**src/core/csl_map.vh**
```
// Constants for the strap configuration and status lamp block.
// Assumes a 100 MHz system clock; included by its bare name.
`ifndef CSL_MAP_VH
`define CSL_MAP_VH

// Register indices, each at byte address four times the index.
`define CSL_IDX_CTRL      4'h0
`define CSL_IDX_STRAP     4'h1
`define CSL_IDX_STATUS    4'h2
`define CSL_IDX_SERCFG    4'h3
`define CSL_IDX_FRAME     4'h4
`define CSL_IDX_UPM_ADDR  4'h5
`define CSL_IDX_UPM_DATA  4'h6

// Control register fields.
`define CSL_CTRL_RUN      0
`define CSL_CTRL_NFERR    1
`define CSL_CTRL_FATAL    2
`define CSL_CTRL_INHIBIT  3
`define CSL_CTRL_CLRERR   4
`define CSL_CTRL_RESET    8'h00

// Status register fields.
`define CSL_ST_RUNNING    0
`define CSL_ST_NFERR      1
`define CSL_ST_FATAL      2
`define CSL_ST_LOADING    3
`define CSL_ST_LOADED     4
`define CSL_ST_WRBLOCKED  5
`define CSL_ST_EXPREFUSED 6

// Strap positions in the strap word.
`define CSL_STRAP_WPROT   0
`define CSL_STRAP_AUTOLD  1
`define CSL_STRAP_ENGLISH 2
`define CSL_STRAP_EXPINS  3
`define CSL_STRAP_FORCED  4
`define CSL_STRAP_CONEXP  5
`define CSL_STRAPS_OFF    6'h00
`define CSL_STRAP_SETTLE  2'h2

// Forced serial format: {baud code 4, parity 2, stop 1, data 1}.
`define CSL_FRAME_FORCED  8'h75
`define CSL_SERCFG_RESET  8'h00

// Timing.
`define CSL_CLK_HZ        100000000
`define CSL_BLINK_MS      250
`define CSL_LINK_ACTIVITY_LAMP_HOLD_MS  50

// Memory geometry.
`define CSL_UPM_AW        8
`define CSL_UPM_DW        16

`endif

```
**src/core/csl_blinker.v**
```verilog
// Free-running square wave used to flash the lamps.
// Assumes sys_clk at the rate set in the constants header.
`timescale 1ns/1ps
`include "csl_map.vh"
module csl_blinker #(
  parameter integer HALF_CYCLES = 25000000
) (
  // Clock and reset.
  input  wire sys_clk,
  input  wire rst_n,
  // Flash phase.
  output reg  phase_reg
);
  reg [31:0] cnt_reg;

  always @(posedge sys_clk or negedge rst_n) begin
    if (!rst_n) begin
      cnt_reg   <= 32'h00000000;
      phase_reg <= 1'b0;
    end else if (cnt_reg >= HALF_CYCLES - 1) begin
      cnt_reg   <= 32'h00000000;
      phase_reg <= ~phase_reg;
    end else begin
      cnt_reg <= cnt_reg + 32'h00000001;
    end
  end
endmodule // csl_blinker

```
**src/core/csl_core.v**
```verilog
// Strap configuration and status lamps of the controller CPU.
// Assumes straps and link activity come from pins; bus on sys_clk.
//
// The placing of the registers and the address-and-strobe port are this design's own decisions.
`timescale 1ns/1ps
`include "csl_map.vh"
module csl_core #(
  parameter integer BLINK_CYCLES =
    (`CSL_CLK_HZ / 1000) * `CSL_BLINK_MS / 2,
  parameter integer LINK_ACTIVITY_LAMP_HOLD_CYCLES =
    (`CSL_CLK_HZ / 1000) * `CSL_LINK_ACTIVITY_LAMP_HOLD_MS,
  parameter integer CASSETTE_WORDS = 256
) (
  // Clock and reset.
  input  wire        sys_clk,
  input  wire        rst_n,
  // Register port.
  input  wire [5:0]  reg_addr,
  input  wire [31:0] reg_wdata,
  input  wire        reg_wr,
  input  wire        reg_rd,
  output reg  [31:0] reg_rdata,
  // Strap and activity pins.
  input  wire [5:0]  strap_pins,
  input  wire        periph_active,
  input  wire        serial_active,
  // Cassette read port.
  output reg         cas_rd,
  output reg  [7:0]  cas_addr,
  input  wire [15:0] cas_data,
  // Output unit enable and modes.
  input  wire        expins_req,
  output reg         expins_grant,
  output reg         expins_refused,
  output reg         outputs_enable,
  output reg         console_english,
  output reg         console_expansion_flag,
  output reg  [7:0]  serial_frame,
  // Lamps.
  output reg         run_lamp,
  output reg         error_lamp,
  output reg         output_inhibit_lamp,
  output reg         link_activity_lamp
);
  // Synchronisers for pin inputs.
  reg  [5:0]  strap_s1_reg;
  reg  [5:0]  strap_s2_reg;
  reg  [1:0]  act_s1_reg;
  reg  [1:0]  act_s2_reg;
  reg  [5:0]  strap_reg;
  reg         sampled_reg;
  reg  [7:0]  ctrl_reg;
  reg  [7:0]  sercfg_reg;
  reg  [7:0]  upm_addr_reg;
  reg         fatal_reg;
  reg         loading_reg;
  reg         loaded_reg;
  reg         cas_pend_reg;
  reg  [7:0]  load_idx_reg;
  reg         wrblk_reg;
  reg  [1:0]  settle_reg;
  reg  [31:0] rd_hold_reg;
  reg  [31:0] link_activity_lamp_cnt_reg;
  wire        blink;
  wire [15:0] upm_q;
  wire        upm_we;
  wire [7:0]  upm_wa;
  wire [15:0] upm_wd;
  wire        sw_upm_wr;
  wire        running;
  wire        nferr;

  // Decode of a word-aligned register index.
  function hit;
    input [5:0] addr;
    input [3:0] idx;
    begin
      hit = (addr[1:0] == 2'h0) && (addr[5:2] == idx);
    end
  endfunction

  csl_blinker #(
    .HALF_CYCLES (BLINK_CYCLES)
  ) u_blink (
    .sys_clk   (sys_clk),
    .rst_n     (rst_n),
    .phase_reg (blink)
  );

  // Software writes to user memory are dropped while strap zero is on.
  assign sw_upm_wr = reg_wr && hit(reg_addr, `CSL_IDX_UPM_DATA);
  assign upm_we = loading_reg ? cas_pend_reg
                : (sw_upm_wr && !strap_reg[`CSL_STRAP_WPROT]);
  assign upm_wa = loading_reg ? load_idx_reg : upm_addr_reg;
  assign upm_wd = loading_reg ? cas_data : reg_wdata[15:0];

  csl_upm_ram u_upm (
    .sys_clk (sys_clk),
    .wr_en   (upm_we),
    .wr_addr (upm_wa),
    .wr_data (upm_wd),
    .rd_addr (upm_addr_reg),
    .rd_data (upm_q)
  );

  assign running = sampled_reg && !loading_reg && !fatal_reg &&
                   ctrl_reg[`CSL_CTRL_RUN];
  assign nferr = ctrl_reg[`CSL_CTRL_NFERR];

  // Pin synchronisers.
  always @(posedge sys_clk or negedge rst_n) begin
    if (!rst_n) begin
      strap_s1_reg <= `CSL_STRAPS_OFF;
      strap_s2_reg <= `CSL_STRAPS_OFF;
      act_s1_reg   <= 2'h0;
      act_s2_reg   <= 2'h0;
    end else begin
      strap_s1_reg <= strap_pins;
      strap_s2_reg <= strap_s1_reg;
      act_s1_reg   <= {serial_active, periph_active};
      act_s2_reg   <= act_s1_reg;
    end
  end

  // Straps are caught once after reset release and held until next reset.
  // The capture waits for both sync stages to fill; any earlier it would
  // take their reset value instead of the pins.
  always @(posedge sys_clk or negedge rst_n) begin
    if (!rst_n) begin
      strap_reg   <= `CSL_STRAPS_OFF;
      sampled_reg <= 1'b0;
      settle_reg  <= 2'h0;
    end else if (!sampled_reg) begin
      if (settle_reg == `CSL_STRAP_SETTLE) begin
        strap_reg   <= strap_s2_reg;
        sampled_reg <= 1'b1;
      end else begin
        settle_reg  <= settle_reg + 2'h1;
      end
    end
  end

  // Start-up cassette copy; cassette data stand one cycle after cas_rd.
  always @(posedge sys_clk or negedge rst_n) begin
    if (!rst_n) begin
      loading_reg  <= 1'b0;
      loaded_reg   <= 1'b0;
      cas_pend_reg <= 1'b0;
      load_idx_reg <= 8'h00;
      cas_rd       <= 1'b0;
      cas_addr     <= 8'h00;
    end else begin
      cas_pend_reg <= cas_rd;
      cas_rd       <= 1'b0;
      if (!sampled_reg) begin
        loading_reg <= 1'b0;
      end else if (!loaded_reg && !loading_reg) begin
        if (strap_reg[`CSL_STRAP_AUTOLD]) begin
          loading_reg <= 1'b1;
          cas_rd      <= 1'b1;
          cas_addr    <= 8'h00;
        end else begin
          loaded_reg  <= 1'b1;
        end
        load_idx_reg <= 8'h00;
      end else if (loading_reg && cas_pend_reg) begin
        if (load_idx_reg == CASSETTE_WORDS - 1) begin
          loading_reg <= 1'b0;
          loaded_reg  <= 1'b1;
        end else begin
          load_idx_reg <= load_idx_reg + 8'h01;
          cas_addr     <= load_idx_reg + 8'h01;
          cas_rd       <= 1'b1;
        end
      end
    end
  end

  // Register writes; a fatal error latches until software clears it.
  always @(posedge sys_clk or negedge rst_n) begin
    if (!rst_n) begin
      ctrl_reg     <= `CSL_CTRL_RESET;
      sercfg_reg   <= `CSL_SERCFG_RESET;
      upm_addr_reg <= 8'h00;
      fatal_reg    <= 1'b0;
      wrblk_reg    <= 1'b0;
    end else begin
      if (reg_wr && hit(reg_addr, `CSL_IDX_CTRL)) begin
        ctrl_reg <= reg_wdata[7:0];
      end
      if (reg_wr && hit(reg_addr, `CSL_IDX_SERCFG)) begin
        sercfg_reg <= reg_wdata[7:0];
      end
      if (reg_wr && hit(reg_addr, `CSL_IDX_UPM_ADDR)) begin
        upm_addr_reg <= reg_wdata[7:0];
      end
      // Set wins over the clear in the same cycle.
      if (reg_wr && hit(reg_addr, `CSL_IDX_CTRL) &&
          reg_wdata[`CSL_CTRL_FATAL]) begin
        fatal_reg <= 1'b1;
      end else if (reg_wr && hit(reg_addr, `CSL_IDX_CTRL) &&
                   reg_wdata[`CSL_CTRL_CLRERR]) begin
        fatal_reg <= 1'b0;
      end
      if (sw_upm_wr && strap_reg[`CSL_STRAP_WPROT]) begin
        wrblk_reg <= 1'b1;
      end else if (reg_rd && hit(reg_addr, `CSL_IDX_STATUS)) begin
        wrblk_reg <= 1'b0;
      end
    end
  end

  // Read data stand in the cycle after the strobe only.
  always @* begin
    rd_hold_reg = 32'h00000000;
    if (hit(reg_addr, `CSL_IDX_CTRL)) begin
      rd_hold_reg = {24'h000000, ctrl_reg[7:5], 1'b0, ctrl_reg[3],
                     fatal_reg, ctrl_reg[1:0]};
    end else if (hit(reg_addr, `CSL_IDX_STRAP)) begin
      rd_hold_reg = {26'h0000000, strap_reg};
    end else if (hit(reg_addr, `CSL_IDX_STATUS)) begin
      rd_hold_reg = {25'h0000000, !strap_reg[`CSL_STRAP_EXPINS],
                     wrblk_reg, loaded_reg, loading_reg, fatal_reg,
                     nferr, running};
    end else if (hit(reg_addr, `CSL_IDX_SERCFG)) begin
      rd_hold_reg = {24'h000000, sercfg_reg};
    end else if (hit(reg_addr, `CSL_IDX_FRAME)) begin
      rd_hold_reg = {24'h000000, serial_frame};
    end else if (hit(reg_addr, `CSL_IDX_UPM_ADDR)) begin
      rd_hold_reg = {24'h000000, upm_addr_reg};
    end
  end

  // User memory data come straight from the memory's read register.
  always @(posedge sys_clk or negedge rst_n) begin
    if (!rst_n) begin
      reg_rdata <= 32'h00000000;
    end else if (reg_rd && hit(reg_addr, `CSL_IDX_UPM_DATA)) begin
      reg_rdata <= {16'h0000, upm_q};
    end else if (reg_rd) begin
      reg_rdata <= rd_hold_reg;
    end else begin
      reg_rdata <= 32'h00000000;
    end
  end

  // Activity is stretched; a short burst lights the lamp only if a blink high phase falls within its hold time.
  always @(posedge sys_clk or negedge rst_n) begin
    if (!rst_n) begin
      link_activity_lamp_cnt_reg <= 32'h00000000;
    end else if (act_s2_reg != 2'h0) begin
      link_activity_lamp_cnt_reg <= LINK_ACTIVITY_LAMP_HOLD_CYCLES;
    end else if (link_activity_lamp_cnt_reg != 32'h00000000) begin
      link_activity_lamp_cnt_reg <= link_activity_lamp_cnt_reg - 32'h00000001;
    end
  end

  // Mode outputs and lamps, all registered.
  always @(posedge sys_clk or negedge rst_n) begin
    if (!rst_n) begin
      expins_grant           <= 1'b0;
      expins_refused         <= 1'b0;
      outputs_enable         <= 1'b0;
      console_english        <= 1'b0;
      console_expansion_flag <= 1'b0;
      serial_frame           <= `CSL_SERCFG_RESET;
      run_lamp               <= 1'b0;
      error_lamp             <= 1'b0;
      output_inhibit_lamp    <= 1'b0;
      link_activity_lamp     <= 1'b0;
    end else begin
      console_english <= strap_reg[`CSL_STRAP_ENGLISH];
      expins_grant    <= expins_req &&
                         strap_reg[`CSL_STRAP_EXPINS];
      expins_refused  <= expins_req &&
                         !strap_reg[`CSL_STRAP_EXPINS];
      serial_frame    <= strap_reg[`CSL_STRAP_FORCED] ?
                         `CSL_FRAME_FORCED
                         : sercfg_reg;
      console_expansion_flag <= strap_reg[`CSL_STRAP_CONEXP];
      run_lamp        <= running;
      error_lamp      <= fatal_reg ? 1'b1
                         : (nferr && blink);
      output_inhibit_lamp <= ctrl_reg[`CSL_CTRL_INHIBIT];
      outputs_enable  <= running &&
                         !ctrl_reg[`CSL_CTRL_INHIBIT];
      link_activity_lamp <= (link_activity_lamp_cnt_reg != 32'h00000000) &&
                            blink;
    end
  end
endmodule // csl_core

```
**src/core/csl_upm_ram.v**
```verilog
// Small user program memory with registered read data.
// Assumes a single clock; write blocking is done by the caller.
`timescale 1ns/1ps
`include "csl_map.vh"
module csl_upm_ram (
  // Clock.
  input  wire                    sys_clk,
  // Write port.
  input  wire                    wr_en,
  input  wire [`CSL_UPM_AW-1:0]  wr_addr,
  input  wire [`CSL_UPM_DW-1:0]  wr_data,
  // Read port.
  input  wire [`CSL_UPM_AW-1:0]  rd_addr,
  output reg  [`CSL_UPM_DW-1:0]  rd_data
);
  reg [`CSL_UPM_DW-1:0] mem [0:(1<<`CSL_UPM_AW)-1];

  always @(posedge sys_clk) begin
    if (wr_en) begin
      mem[wr_addr] <= wr_data;
    end
    rd_data <= mem[rd_addr];
  end
endmodule // csl_upm_ram
```
**config.mk**
```make
export PLATFORM = sky130hd
export DESIGN_NAME = csl_core
export DESIGN_NICKNAME = d
export VERILOG_FILES = /design/src/core/csl_blinker.v /design/src/core/csl_core.v /design/src/core/csl_upm_ram.v
export VERILOG_INCLUDE_DIRS = /design/src /design/src/core
export SDC_FILE = /design/constraint.sdc
export NUM_CORES = 2
export LEC_CHECK = 0
export BUFFER_PORTS_ARGS = -buffer_cell sky130_fd_sc_hd__buf_2
export CAP_MARGIN = 20
export CORE_MARGIN = 2
export CORE_UTILIZATION = 35
export CTS_CLUSTER_DIAMETER = 150
export DETAILED_ROUTE_END_ITERATION = 10
export SYNTH_ARGS = -nofsm -noshare
export SYNTH_HDL_FRONTEND = slang
export SYNTH_SLANG_ARGS = --single-unit
```
**constraint.sdc**
```tcl
create_clock -name sys_clk -period 12 [get_ports sys_clk]
set_input_delay 1.8 -clock sys_clk [delete_from_list [all_inputs] [get_ports sys_clk]]
set_output_delay 1.8 -clock sys_clk [all_outputs]
set_load 0.02 [all_outputs]
```
### Word-level counts from Yosys, hierarchy flattened

Memories as Yosys holds them, arrays and structs flattened. A register that Yosys moved wholly into a read port is not among the register bits.
Cells that the tools add are included.

| word-level totals | value |
|---|---|
| memories kept | 1 |
| logic and storage cells | 146 |
| memory bits (writable) | 4096 |
| bits in registers | 185 |
| output and inout bits | 58 |
| input port bits | 67 |

| operators by class | value |
|---|---|
| equality and inequality tests | 14 |
| bitwise gates (word level) | 3 |
| mux-type cells | 43 |
| reductions and logical operators | 48 |
| add/sub/neg operators | 4 |
| $lt $le $gt $ge | 1 |

Memory list:

| memory | depth | bits a word | read ports | clocked after memory_dff | wr ports | RTL line | RTL |
|---|---|---|---|---|---|---|---|
| u_upm.mem | 256 | 16 | 1 | 1 | 1 | csl_upm_ram.v:16 | `` reg [`CSL_UPM_DW-1:0] mem [0:(1<<`CSL_UPM_AW)-1]; `` |

Operators with widths:

| operator | number |
|---|---|
| two-way mux 32 bit | 5 |
| two-way mux 8 bit | 13 |
| adder 32 x 1 -> 32 bit (second input constant) | 1 |
| >= comparator 32 x 24 -> 1 bit (second input constant) | 1 |
| nonzero test 32 bit | 1 |
| subtractor 32 x 1 -> 32 bit (second input constant) | 1 |
| logical AND 1 bit | 27 |
| two-way mux 1 bit | 24 |
| two-way mux 16 bit | 1 |
| == test 4 x 3 -> 1 bit (second input constant) | 3 |
| nonzero test 2 bit | 6 |
| adder 8 x 1 -> 8 bit (second input constant) | 1 |
| == test 4 x 2 -> 1 bit (second input constant) | 2 |
| == test 8 bit (second input constant) | 1 |
| AND reduction 4 bit | 2 |
| logical NOT 1 bit | 6 |
| != test 2 bit (second input constant) | 3 |
| != test 3 x 1 -> 1 bit (second input constant) | 2 |
| AND reduction 3 bit | 2 |
| == test 4 x 1 -> 1 bit (second input constant) | 1 |
| logical NOT 4 bit | 1 |
| AND reduction 2 bit | 2 |
| != test 3 bit (second input constant) | 1 |
| NOT 1 bit | 3 |
| 3 further kinds | 3 |

### Depth between registers and ports, before layout

| logic depth | value |
|---|---|
| depth in word-level cells | 10 |
| mapped depth | 12 |
| depth with buffers taken out | 8 |

### Modules after synthesis

From an unflattened synthesis, not the netlist that was laid out.

| unflattened totals | value |
|---|---|
| cell total of the unflattened synthesis | 8082 |
| area total of the unflattened synthesis | 166619.8 sq um |

Modules (own cells, without submodules):

| module | instances | area an instance (sq um) | cells an instance |
|---|---|---|---|
| csl_upm_ram | 1 | 158714.7 | 7360 |
| csl_core | 1 | 6292.3 | 569 |
| csl_blinker | 1 | 1612.8 | 153 |

### Least setup slack after synthesis

OpenSTA, ideal clock, no wires.

| path | value |
|---|---|
| kind | input port to flip-flop |
| from | input port reg_wdata[2] |
| to | memory u_upm.mem[0][2] (netlist name), data pin |
| arrival | 11.752 ns |
| setup slack | -1.940 ns |
| stages | 2 |
| buffers on the path | 0 |
| cells stage by stage | inv_1 -> o21ai_0 |

| on the way | value |
|---|---|
| cells in the longest elaborated chain, start to end | 1 |

RTL lines:

| element | RTL line | RTL |
|---|---|---|
| start, declared | csl_core.v:19 | `input wire [31:0] reg_wdata,` |
| two-way mux 16 bit | csl_core.v:95 | `assign upm_wd = loading_reg ? cas_data : reg_wdata[15:0];` |
| via u_upm.wr_data[2] | csl_upm_ram.v:11 | `` input wire [`CSL_UPM_DW-1:0] wr_data, `` |
| end, declared | csl_upm_ram.v:16 |  |

The timed path passes the listed nets, and every way through them passes these cells.

==> results.py <==
metrics = {
    "setup_path": {
        "ff2ff_setup_slack_ps": 6410,
        "r2r-start": "upm_addr_reg[2]",
        "endpoint_kind": "flop",
        "cpLargestDelayFamily": "compound AO/OA/AOI/OAI gates",
        "cp_num_buf_inv": 4,
        "crit_chain": "inv_6 > buf_4 > nor2_4 > buf_4 > buf_4 > a221oi_1 > o22ai_1 > o32ai_1 > nor4_1",
        "required_ps": 12860,
        "r2r_end": "u_upm.rd_data[5]",
        "critical_path.max_fanout": 68,
        "slowest_stage": "o32ai_1",
        "slowest_delay_ps": 900,
        "critPathKind": "reg2reg",
        "crit_arrival_ps": 6450,
        "reg2reg_depth": 9,
        "crit_top_cell": "buf_4",
        "start_kind": "flop",
    },
    "floorplan": {
        "rows": 252,
        "dieArea_sq_um": 476000,
        "coreArea_sq_um": 470000,
        "ioPinCount": 125,
        "die_height_um": 690,
        "die_w_um": 690,
        "initial_core_util": 0.351,
    },
    "placement": {
        "gp_congestion": 0.880,
        "port_buffers": 92,
        "dpl.hpwl_mm": 261,
        "dp_cells": 14243,
        "pre_cts_slack_ps": 5810,
    },
    "min_path": {
        "min_delay_worst_endpoint": "strap_s2_reg[4]",
        "hold_path.class": "reg2reg",
        "hold_start": "strap_s1_reg[4]",
        "min_path_cells": 0,
    },
    "timing": {
        "max-slew-margin-rel": 0.162,
        "drv_slew": 0,
        "fin_tns_setup_ps": 0,
        "max_clock_freq_mhz": 179,
        "setup_viol": 0,
        "fin_crit_sh": 0.466,
        "setup_ws_ps": 6410,
        "rsz0062_at_grt": "no",
        "layout_min_cycle_time_ps": 5590,
        "finalClockSkew_ps": 85.0,
        "worst_slew_pin_slew_ps": 1260,
        "finalHoldViolCount": 0,
    },
    "clock_tree": {
        "hold_buffers": 0,
        "cts_tree": "built",
        "root_buffer": "clkbuf_16",
        "cts_setup_buffers": 0,
        "clk_pin_slew_worst_paths_ps": 60,
        "clock-sinks": 4279,
        "htreeDepth": 5,
        "clk_latency_ps": 1030,
        "cts_max_path_buffers": 4,
        "cts_resized": 0,
        "cts_buffers": 426,
    },
    "status": {
        "status": "finished clean",
    },
    "synthesis": {
        "async_flop_share": 0.0390,
        "yosysWarningCount": 0,
        "yosys-top-cells-area": "edfxtp_1 (75%), mux4_2 (11%), mux2i_1 (3.5%), dfrtp_1 (2.5%), o221ai_1 (1.3%)",
        "synth_seq_area_share": 0.774,
        "synth.avg_cell_area_sq_um": 20.5,
        "synthCells": 8028,
        "synth_edf_count": 4096,
        "synth.most_common_cell": "edfxtp_1",
        "synth_area_leader_cell": "edfxtp_1",
        "synth_flop_cell": "edfxtp_1",
        "synth_top_area_share": 0.746,
        "synth_cell_types": 76,
        "synth_common_cells": "edfxtp_1 (4096), mux4_2 (784), mux2i_1 (577)",
        "syn-cell-area_sq_um": 165000,
        "ys_ff_latch": 4279,
    },
    "cells_and_area": {
        "largest_reg_flops": 4096,
        "num-nets-final": 8526,
        "stdcell_count": 15055,
        "synthToLayoutAreaGrowth_pct": 14.4,
        "fill_cells": 41069,
        "drive_gt1_frac": 0.227,
    },
    "drt": {
        "drt-pass1-iter-count": 6,
        "remaining_drc_errors": 0,
        "first_iter_violations": 10570,
        "ant_nets": 0,
        "avgRoutedWirePerCell_um": 28.9,
        "drt-total-wl_mm": 435,
        "vias_per_cell": 5.53,
        "dr_total_vias": 83231,
    },
    "global_routing": {
        "antenna_found_initial": 36,
        "grt_overflow": 0,
        "grt_usage": 0.176,
        "grt.met3_usage": 0.0477,
        "grt_pass1_vias": 82329,
        "use_met2": 0.271,
        "grt_util_met1": 0.245,
        "grt_max_degree": 123,
        "top_usage_layer": "met2",
        "grt_pass1_wl_mm": 612,
    },
    "power": {
        "swShare": 0.251,
        "leakage_nw": 60.4,
        "p_clk_frac": 0.385,
        "internal_power_w": 0.0256,
        "combPwrFrac": 0.126,
        "power_frac_seq": 0.489,
        "powerDensity_nw_per_um2": 181,
        "switching_power_w": 0.00858,
        "ir_drop_mv": 0.129,
    },
    "job": {
        "drv_cap": 0,
    },
}
## how the worst max path moves through the flow
stage / start / end / depth (start not counted)
after floorplan: reg_wdata[2] / u_upm.mem[0][2] / 2
after global placement: reg_addr[1] / u_upm.mem[77][14] / 10
after detailed placement: reg_addr[3] / u_upm.mem[78][2] / 9
after CTS: upm_addr_reg[0] / u_upm.rd_data[9] / 9
after global routing: upm_addr_reg[0] / u_upm.rd_data[9] / 9
final: upm_addr_reg[2] / u_upm.rd_data[5] / 9
## per-layer routing
layer  up-vias  wire (um)
met1     44290     177000
met5         -         91
met3       603      44800
li1      34519          -
met4        14      13200
met2      3805     199000
## cell families (layout without fill, tap and decap cells)
logic type	Yosys count	in the layout	share of synthesized area
other	1	39	0.0000228
buffers and inverters	531	1297	0.0138
AND/OR/NAND/NOR	835	835	0.0239
AO/OA/AOI/OAI	925	925	0.0405
flip-flops	4279	4279	0.774
multiplexers	1415	1415	0.146
adder cells (fa/ha/maj)	4	4	0.000304
XOR/XNOR	38	38	0.00202
## per-stage QoR
step / cell area [sq um] / power [W] / hold WS (ps) / utilization
global route: 188000 / 0.0352 / 358 / 0.401
floorplan: 165000 / 0.0197 / 331 / -
detailed placement: 174000 / 0.0213 / 336 / 0.371
global placement: 174000 / 0.0212 / 337 / 0.371
CTS: 188000 / 0.0344 / 342 / 0.401
finish: 188000 / 0.0341 / 347 / 0.401
## cells in the final DEF (no fill, tap or decap), types with 25 or more instances in the layout
master and count:
mux4_2 784, xnor2_1 25, nand3_1 28, mux2_2 40
buf_2 91, buf_4 369, nor4_1 58, clkbuf_16 429
o211ai_1 30, clkbuf_1 94, a22oi_1 34, a21oi_1 198
edfxtp_1 4096, o221ai_1 246, o22ai_1 135, a221oi_1 62
o21ai_0 47, nand4_1 26, nor3_1 175, clkinv_2 75
nand2_1 121, dfrtp_1 161, nor2_1 284, mux2i_1 577
bufinv_16 35, a22o_1 67, clkinv_1 89
## worst register-to-register path: cells and delay by family (launching register included)
| kind | cells | cell delay (ps) |
|---|---|---|
| buffers and inverters | 4 | 2110 |
| DFF | 1 | 600 |
| AOI/OAI and AO/OA | 3 | 2300 |
| and+or+nand+nor | 2 | 450 |
## final cells by class
cell class	count	area, sq um	share of cell area
clock inverter	245	2470	0.0131
inverter	27	116	0.000617
antenna	15	37.5	0.000199
tap	6223	7790	0.0413
clock buffer	545	11400	0.0604
sequential	4279	128000	0.677
timing repair buffer	480	3630	0.0193
multi-input combinational	3241	35500	0.189
## power groups by stage
stage / Clock (W) / Sequential (W) / Combinational [W]
2_1_floorplan: 0 / 0.0169 / 0.00277
3_3_place_gp: 0 / 0.0170 / 0.00424
3_5_place_dp: 0 / 0.0170 / 0.00429
4_1_cts: 0.0134 / 0.0167 / 0.00430
5_1_grt: 0.0140 / 0.0167 / 0.00451
6_report: 0.0131 / 0.0167 / 0.00429
(Power assumes the default switching activity.)
